--- config.mk ---
export PLATFORM = sky130hd
export DESIGN_NAME = aemd_decoder
export DESIGN_NICKNAME = d
export VERILOG_FILES = /design/src/rtl/aemd_tail_placeholder_unused.sv /design/src/rtl/aemd_pkg.sv /design/src/rtl/aemd_decoder.sv
export SDC_FILE = /design/constraint.sdc
export NUM_CORES = 1
export LEC_CHECK = 0
export BUFFER_PORTS_ARGS = -buffer_cell sky130_fd_sc_hd__buf_2
export CORE_MARGIN = 2
export CORE_UTILIZATION = 60
export DETAILED_ROUTE_END_ITERATION = 7
export PLACE_DENSITY = 0.89
export SLEW_MARGIN = 15
export SYNTH_ARGS = -nofsm -noshare
export SYNTH_HDL_FRONTEND = slang
export SYNTH_SLANG_ARGS = --single-unit
--- constraint.sdc ---
create_clock -name clock -period 14.39 [get_ports clock]
set_clock_uncertainty 0.15 [all_clocks]
set_input_delay 2.1585 -clock clock [delete_from_list [all_inputs] [get_ports clock]]
set_output_delay 2.1585 -clock clock [all_outputs]
set_load 0.02 [all_outputs]
--- src/rtl/aemd_tail_placeholder_unused.sv ---
`timescale 1ns/1ps
`default_nettype none
`default_nettype wire

--- src/rtl/aemd_pkg.sv ---
/*
 * aemd_pkg: addressing mode codes, request and result carriers, per-mode
 * byte counts for the addressing mode decoder.
 * assumes a 16-bit byte-addressed cpu bus and 8-bit index registers.
 */
package aemd_pkg;

    typedef enum logic [4:0] {
        AM_INH, AM_IMM, AM_DIR_S, AM_DIR_L, AM_IDX_0, AM_IDX_S, AM_IDX_L,
        AM_IND_S, AM_IND_L, AM_IIX_S, AM_IIX_L, AM_REL_D, AM_REL_I,
        AM_BIT_D, AM_BIT_I, AM_BTR_D, AM_BTR_I
    } aemd_mode_t;

    localparam int unsigned MODE_COUNT = 17;
    localparam logic [15:0] ZERO_PAGE_BASE = 16'h0000;
    localparam logic [15:0] ZERO_PAGE_TOP = 16'h00FF;
    localparam logic [15:0] SHORT_IDX_TOP = 16'h01FE;
    localparam logic [1:0] IDX_SEL_X = 2'h0;
    localparam logic [15:0] ONE = 16'h0001;

    typedef struct packed {
        aemd_mode_t mode;
        logic idx_y;
        logic rmw;
        logic [15:0] opc_addr;
    } aemd_req_t;

    typedef struct packed {
        logic [15:0] ea;
        logic [7:0] operand;
        logic [15:0] target;
        logic [15:0] next_pc;
        logic [1:0] code_len;
        logic illegal;
    } aemd_res_t;

    // bytes that follow the opcode in the code stream
    function automatic logic [1:0] code_len(input aemd_mode_t m);
        logic [1:0] n;
        n = 2'd1;
        unique case (m)
            AM_INH, AM_IDX_0: n = 2'd0;
            AM_DIR_L, AM_IDX_L, AM_BTR_D, AM_BTR_I: n = 2'd2;
            default: n = 2'd1;
        endcase
        return n;
    endfunction

    // bytes of pointer read from the zero page
    function automatic logic [1:0] ptr_len(input aemd_mode_t m);
        logic [1:0] n;
        n = 2'd0;
        unique case (m)
            AM_IND_S, AM_IIX_S, AM_REL_I, AM_BIT_I, AM_BTR_I: n = 2'd1;
            AM_IND_L, AM_IIX_L: n = 2'd2;
            default: n = 2'd0;
        endcase
        return n;
    endfunction

    function automatic logic is_long(input aemd_mode_t m);
        return (m == AM_DIR_L) || (m == AM_IDX_L) || (m == AM_IND_L) ||
            (m == AM_IIX_L);
    endfunction

endpackage

--- src/rtl/aemd_decoder.sv ---
/*
 * aemd_decoder: fetches the operand bytes of one instruction, reads any
 * zero-page pointer and forms the effective address.
 * assumes a single-master read port: the request holds until mem_ack,
 * which comes with mem_rdata in the same cycle.
 */
// Notes on behaviour
// - seventeen addressing modes are decoded in nine groups.
// - short direct and indirect forms address only the zero page 0000h to 00FFh; short forms take fewer bytes.
// - read-modify-write instructions are refused in any long form.
// - an inherent instruction is the opcode alone and fetches nothing more.
// - an immediate instruction has one byte after the opcode used as the operand.
// - short direct fetches one byte used as an address 00 to FF.
// - long direct fetches a two-byte address anywhere in 64 Kbyte.
// - indexed addresses are the unsigned sum of X or Y and the offset.
// - no-offset indexed fetches nothing and the index alone is the address.
// - short indexed adds a one-byte offset to the index, reaching 00 to 1FE.
// - long indexed adds a two-byte offset to the index over 64 Kbyte.
// - indirect modes read a pointer at the zero-page address after the opcode.
// - short indirect reads a one-byte pointer giving 00 to FF.
// - long indirect reads a two-byte pointer giving any 64 Kbyte address.
`timescale 1ns/1ps
`default_nettype none

module aemd_decoder (
    input wire logic clock,
    input wire logic reset_n,
    input wire logic start,
    input wire aemd_pkg::aemd_req_t req,
    input wire logic [7:0] x_reg,
    input wire logic [7:0] y_reg,
    output logic busy,
    output logic mem_rd,
    output logic [15:0] mem_addr,
    input wire logic mem_ack,
    input wire logic [7:0] mem_rdata,
    output logic done,
    output aemd_pkg::aemd_res_t res
);

    typedef enum logic [1:0] {ST_IDLE, ST_CODE, ST_PTR, ST_CALC} aemd_state_t;

    aemd_state_t state_r, state_nxt;
    aemd_pkg::aemd_mode_t mode_r, mode_nxt;
    logic [15:0] opc_r, opc_nxt;
    logic [7:0] idx_r, idx_nxt;
    logic [7:0] b1_r, b1_nxt, b2_r, b2_nxt;
    logic [7:0] p1_r, p1_nxt, p2_r, p2_nxt;
    logic [1:0] cnt_r, cnt_nxt;
    logic busy_r, busy_nxt;
    logic rd_r, rd_nxt;
    logic [15:0] addr_r, addr_nxt;
    logic done_r, done_nxt;
    aemd_pkg::aemd_res_t res_r, res_nxt;

    logic [1:0] clen, plen;
    logic [15:0] npc, zidx, ptr_base;

    assign clen = aemd_pkg::code_len(mode_r);
    assign plen = aemd_pkg::ptr_len(mode_r);
    assign npc = opc_r + aemd_pkg::ONE + {14'h0000, clen};
    assign zidx = {8'h00, idx_r};
    assign ptr_base = {8'h00, b1_r};

    always_comb begin
        state_nxt = state_r;
        mode_nxt = mode_r;
        opc_nxt = opc_r;
        idx_nxt = idx_r;
        b1_nxt = b1_r;
        b2_nxt = b2_r;
        p1_nxt = p1_r;
        p2_nxt = p2_r;
        cnt_nxt = cnt_r;
        busy_nxt = busy_r;
        rd_nxt = rd_r;
        addr_nxt = addr_r;
        done_nxt = 1'b0;
        res_nxt = res_r;
        unique case (state_r)
            ST_IDLE: begin
                if (start) begin
                    mode_nxt = req.mode;
                    opc_nxt = req.opc_addr;
                    idx_nxt = req.idx_y ? y_reg : x_reg;
                    cnt_nxt = 2'd0;
                    b1_nxt = 8'h00;
                    b2_nxt = 8'h00;
                    p1_nxt = 8'h00;
                    p2_nxt = 8'h00;
                    if (req.rmw && aemd_pkg::is_long(req.mode)) begin
                        // refused before any bus cycle is spent
                        res_nxt = '0;
                        res_nxt.illegal = 1'b1;
                        res_nxt.next_pc = req.opc_addr + aemd_pkg::ONE;
                        done_nxt = 1'b1;
                    end else if (aemd_pkg::code_len(req.mode) == 2'd0) begin
                        // inherent and no-offset indexed touch no code byte
                        busy_nxt = 1'b1;
                        state_nxt = ST_CALC;
                    end else begin
                        busy_nxt = 1'b1;
                        rd_nxt = 1'b1;
                        addr_nxt = req.opc_addr + aemd_pkg::ONE;
                        state_nxt = ST_CODE;
                    end
                end
            end
            ST_CODE: begin
                if (mem_ack) begin
                    if (cnt_r == 2'd0) begin
                        b1_nxt = mem_rdata;
                    end else begin
                        b2_nxt = mem_rdata;
                    end
                    if (cnt_r + 2'd1 < clen) begin
                        cnt_nxt = cnt_r + 2'd1;
                        addr_nxt = addr_r + aemd_pkg::ONE;
                    end else if (plen != 2'd0) begin
                        // pointer always sits in the zero page
                        cnt_nxt = 2'd0;
                        addr_nxt = {8'h00, (cnt_r == 2'd0) ? mem_rdata : b1_r};
                        state_nxt = ST_PTR;
                    end else begin
                        rd_nxt = 1'b0;
                        state_nxt = ST_CALC;
                    end
                end
            end
            ST_PTR: begin
                if (mem_ack) begin
                    if (cnt_r == 2'd0) begin
                        p1_nxt = mem_rdata;
                    end else begin
                        p2_nxt = mem_rdata;
                    end
                    if (cnt_r + 2'd1 < plen) begin
                        cnt_nxt = cnt_r + 2'd1;
                        // wraps at 00FF, so a long pointer at 00FF takes its second byte from 0000
                        addr_nxt = ptr_base + aemd_pkg::ONE;
                        addr_nxt[15:8] = 8'h00;
                    end else begin
                        rd_nxt = 1'b0;
                        state_nxt = ST_CALC;
                    end
                end
            end
            ST_CALC: begin
                res_nxt = '0;
                res_nxt.next_pc = npc;
                res_nxt.code_len = clen;
                unique case (mode_r)
                    aemd_pkg::AM_INH: res_nxt.ea = 16'h0000;
                    aemd_pkg::AM_IMM: begin
                        res_nxt.ea = opc_r + aemd_pkg::ONE;
                        res_nxt.operand = b1_r;
                    end
                    aemd_pkg::AM_DIR_S: res_nxt.ea = {8'h00, b1_r};
                    aemd_pkg::AM_DIR_L: res_nxt.ea = {b1_r, b2_r};
                    aemd_pkg::AM_IDX_0: res_nxt.ea = zidx;
                    aemd_pkg::AM_IDX_S: res_nxt.ea = {8'h00, b1_r} + zidx;
                    aemd_pkg::AM_IDX_L: res_nxt.ea = {b1_r, b2_r} + zidx;
                    aemd_pkg::AM_IND_S: res_nxt.ea = {8'h00, p1_r};
                    aemd_pkg::AM_IND_L: res_nxt.ea = {p1_r, p2_r};
                    aemd_pkg::AM_IIX_S: res_nxt.ea = {8'h00, p1_r} + zidx;
                    aemd_pkg::AM_IIX_L: res_nxt.ea = {p1_r, p2_r} + zidx;
                    aemd_pkg::AM_REL_D: begin
                        res_nxt.target = npc + {{8{b1_r[7]}}, b1_r};
                        res_nxt.ea = res_nxt.target;
                    end
                    aemd_pkg::AM_REL_I: begin
                        res_nxt.target = npc + {{8{p1_r[7]}}, p1_r};
                        res_nxt.ea = res_nxt.target;
                    end
                    aemd_pkg::AM_BIT_D: res_nxt.ea = {8'h00, b1_r};
                    aemd_pkg::AM_BIT_I: res_nxt.ea = {8'h00, p1_r};
                    aemd_pkg::AM_BTR_D: begin
                        res_nxt.ea = {8'h00, b1_r};
                        res_nxt.target = npc + {{8{b2_r[7]}}, b2_r};
                    end
                    aemd_pkg::AM_BTR_I: begin
                        res_nxt.ea = {8'h00, p1_r};
                        res_nxt.target = npc + {{8{b2_r[7]}}, b2_r};
                    end
                endcase
                done_nxt = 1'b1;
                busy_nxt = 1'b0;
                state_nxt = ST_IDLE;
            end
        endcase
    end

    always_ff @(posedge clock or negedge reset_n) begin
        if (!reset_n) begin
            state_r <= ST_IDLE;
            mode_r <= aemd_pkg::AM_INH;
            opc_r <= 16'h0000;
            idx_r <= 8'h00;
            b1_r <= 8'h00;
            b2_r <= 8'h00;
            p1_r <= 8'h00;
            p2_r <= 8'h00;
            cnt_r <= 2'd0;
            busy_r <= 1'b0;
            rd_r <= 1'b0;
            addr_r <= 16'h0000;
            done_r <= 1'b0;
            res_r <= '0;
        end else begin
            state_r <= state_nxt;
            mode_r <= mode_nxt;
            opc_r <= opc_nxt;
            idx_r <= idx_nxt;
            b1_r <= b1_nxt;
            b2_r <= b2_nxt;
            p1_r <= p1_nxt;
            p2_r <= p2_nxt;
            cnt_r <= cnt_nxt;
            busy_r <= busy_nxt;
            rd_r <= rd_nxt;
            addr_r <= addr_nxt;
            done_r <= done_nxt;
            res_r <= res_nxt;
        end
    end

    assign busy = busy_r;
    assign mem_rd = rd_r;
    assign mem_addr = addr_r;
    assign done = done_r;
    assign res = res_r;

endmodule

`default_nettype wire

==> flow_summary_export.csv <==
group,metric,value,unit
critical_path,start_kind,"flop",
clock_network,cts_root_buf,"clkbuf_16",
die,start_util,61.0,%
die,core,19500,um^2
clock_network,cts_num_sinks,143,
sta,period_needed,6.17,ns
clock_network,htreeDepth,4,
clock_network,numCtsBuffers,17,
min_path,min_from,"res[40]",
clock_network,clock_latency,0.45,ns
sta,drv_slew,0,
power,p_per_area,266,nW/um^2
global_routing,grt_pass1_wl,63300,um
critical_path,crit_required,14.53,ns
sta,rsz0062_at_grt,"no",
placement,dp_hpwl,30700,um
sta,tightest_slew,1.31,ns
detailed_routing,vias,12001,
cells_and_area,antenna_cells,0,
global_routing,antenna_found_initial,1,
cells_and_area,area_growth,11.5,%
detailed_routing,vias_per_cell,6.66,
logic_synthesis,yosys-top-cells-area,"dfrtp_1, ha_1, nand2_1, o21ai_0, a21oi_1",
logic_synthesis,synth_area_leader_cell,"dfrtp_1",
logic_synthesis,synth_top_area_share,30.2,%
clock_network,cts_tree,"built",
die,die_area,20900,um^2
detailed_routing,ant_nets,0,
critical_path,cp-end-kind,"flop",
logic_synthesis,yosysSeqAreaShare,30.2,%
logic_synthesis,ys.flop_type,"dfrtp_1",
critical_path,cp-startpoint,"mode_r[0]",
clock_network,path_clk_slew,0.07,ns
logic_synthesis,async_flop_share,100,%
die,rows,51,
detailed_routing,routed_wl,41100,um
placement,portBuffers,128,
logic_synthesis,ys_warn_count,0,
clock_network,post-cts-setup-buffer-count,0,
logic_synthesis,yosysMostFrequentCell,"nand2_1",
power,finalPower,3.52,mW
logic_synthesis,ys_ff_latch,143,
die,chipHeight,145,um
min_path,hold_class,"reg -> reg",
logic_synthesis,syn_area,11900,um^2
sta,hold_slack,0.309,ns
global_routing,grt_usage,40.0,%
logic_synthesis,syn_inst,1441,
logic_synthesis,synth_common_cells,"nand2_1, dfrtp_1, o21ai_0, nor2_1, a21oi_1",
die,ios,129,
sta,period_share,42.9,%
clock_network,post_cts_resized,0,
sta,slew_headroom,11.6,%
power,peakVddDrop,0.156,mV
cells_and_area,drive_gt1_share,14.5,%
logic_synthesis,synth_edf_count,0,
detailed_routing,wire_per_inst,22.8,um
detailed_routing,drc,0,
sta,setup_tns,0,ns
critical_path,r2r-start,"mode_r[0]",
critical_path,crit_fanout,21,
sta,hold_viol,0,
global_routing,grt_max_degree,75,
cells_and_area,fin_nets,1657,
critical_path,crit_arrival,6.32,ns
clock_network,cts.path.max_buffers,2,
logic_synthesis,synth_cell_types,76,
logic_synthesis,avgSynthCellArea,8.23,um^2
global_routing,grt_pass1_vias,11223,
clock_network,cts_hold_buf,0,
sta,timing.fmax,162,MHz
detailed_routing,dr.first_iter.drc_count,1705,
critical_path,critical_path_class,"reg -> reg",
sta,setup_viol,0,
run,maxCapViolations,0,
logic_synthesis,synth_fp_nets,1574,
global_routing,grt.overflow.total,0,
die,fp.dieW,145,um
placement,gp_congestion,1.02,
power,leakagePower,5.99,nW
detailed_routing,drt-pass1-iter-count,7,
run_status,status,"finished, final reports clean",
-- flip-flops by register name, indices dropped and copies added, names as in the netlist --
register and cells:
res 59, mem_addr 16, opc_r 16, b1_r 8, b2_r 8, idx_r 8
p1_r 8, p2_r 8, mode_r 5, cnt_r 2, state_r 2, busy 1
done 1, mem_rd 1
-- cell usage in the layout (no fill, tap or decap), types with 9 or more instances in the layout --
master | synthesis | final
o211ai_1 | 14 | 14
a22oi_1 | 23 | 23
buf_2 | 11 | 127
ha_1 | 76 | 76
mux2i_1 | 20 | 20
and3_1 | 13 | 13
clkbuf_16 | 0 | 17
o21a_1 | 12 | 12
buf_4 | 4 | 13
o22ai_1 | 17 | 17
a222oi_1 | 11 | 11
inv_1 | 58 | 58
nand2b_1 | 18 | 18
or3_1 | 10 | 10
a21oi_1 | 106 | 105
nor4_1 | 10 | 9
xor2_1 | 38 | 38
a211oi_1 | 17 | 17
dfrtp_1 | 143 | 143
a21o_1 | 20 | 20
mux2_2 | 32 | 32
o21ai_0 | 120 | 120
xnor2_1 | 59 | 59
a221oi_1 | 14 | 14
nor3_1 | 28 | 28
nand3_1 | 47 | 47
nand4_1 | 14 | 14
nor2b_1 | 17 | 17
a22o_1 | 18 | 18
nor2_1 | 117 | 117
o31ai_1 | 12 | 12
nand2_1 | 165 | 165
and2_1 | 9 | 9
-- layer usage --
metal	vias up	global-route usage, %	wire (um)
li1	5433	-	-
met1	5690	54.2	16200
met2	744	62.1	18500
met3	132	8.15	4590
met4	2	17.8	1700
met5	-	0	13
-- cells by family after synthesis --
logic type | Yosys count | synth area share [%]
fa+ha+maj | 82 | 9.03
compound gates | 448 | 24.6
buf+inv | 135 | 4.59
simple gates | 480 | 19.0
mux | 52 | 4.72
xor+xnor | 101 | 7.87
flops | 143 | 30.2
-- power by group --
part	internal [mW]	leakage (nW)	switching [mW]
logic	0.847	3.85	1.40
clock network	0.249	0.280	0.204
registers	0.546	1.86	0.274
-- stage by stage --
stage	cell area (um^2)	worst slack, ns	util, %	instances
floorplan	11900	9.25	-	1441
global placement	12600	8.62	65.0	1770
detailed placement	12600	8.36	65.0	1770
CTS	13200	8.30	68.0	1802
global route	13200	7.74	68.0	1802
finish	13200	8.22	68.0	1802
-- final timing paths --
| check | slack [ns] | endpoint | cells after the start |
|---|---|---|---|
| setup reg to reg | 8.22 | res[34] | 19 |
| hold reg to reg | 0.31 | res[40] | 2 |
| setup / recovery | 8.22 | res[34] | 19 |
| max in group asynchronous | 11.09 | res[36] | 2 |
| hold / removal | 0.31 | res[40] | 2 |
| min in group asynchronous | 1.58 | idx_r[2] | 1 |
-- cell type report --
class                           instances  area (um^2)
Clock buffer                           18          439
Clock inverter                         14          148
Fill cell                            1577         6230
Inverter                               58          218
Multi-Input combinational cell       1163         7770
Sequential cell                       143         3580
Tap cell                              265          332
Timing Repair Buffer                  141          744
-- critical path: stages (launching register included) --
cell and delay [ns]:
dfrtp_1 0.60, nor4_1 0.68, nand2_1 0.18, o21ai_0 0.15, inv_1 0.13, fa_1 0.46
or4_1 0.62, nor3_1 0.28, o21ai_0 0.18, xnor2_1 0.47, ha_1 0.38, a21oi_1 0.13
o21ai_0 0.13, a22o_1 0.20, a311oi_1 0.43, o21bai_1 0.11, a21oi_1 0.19, xnor3_1 0.24
a22oi_1 0.19, o21ai_1 0.10
Power figures use the tool's default switching activity.
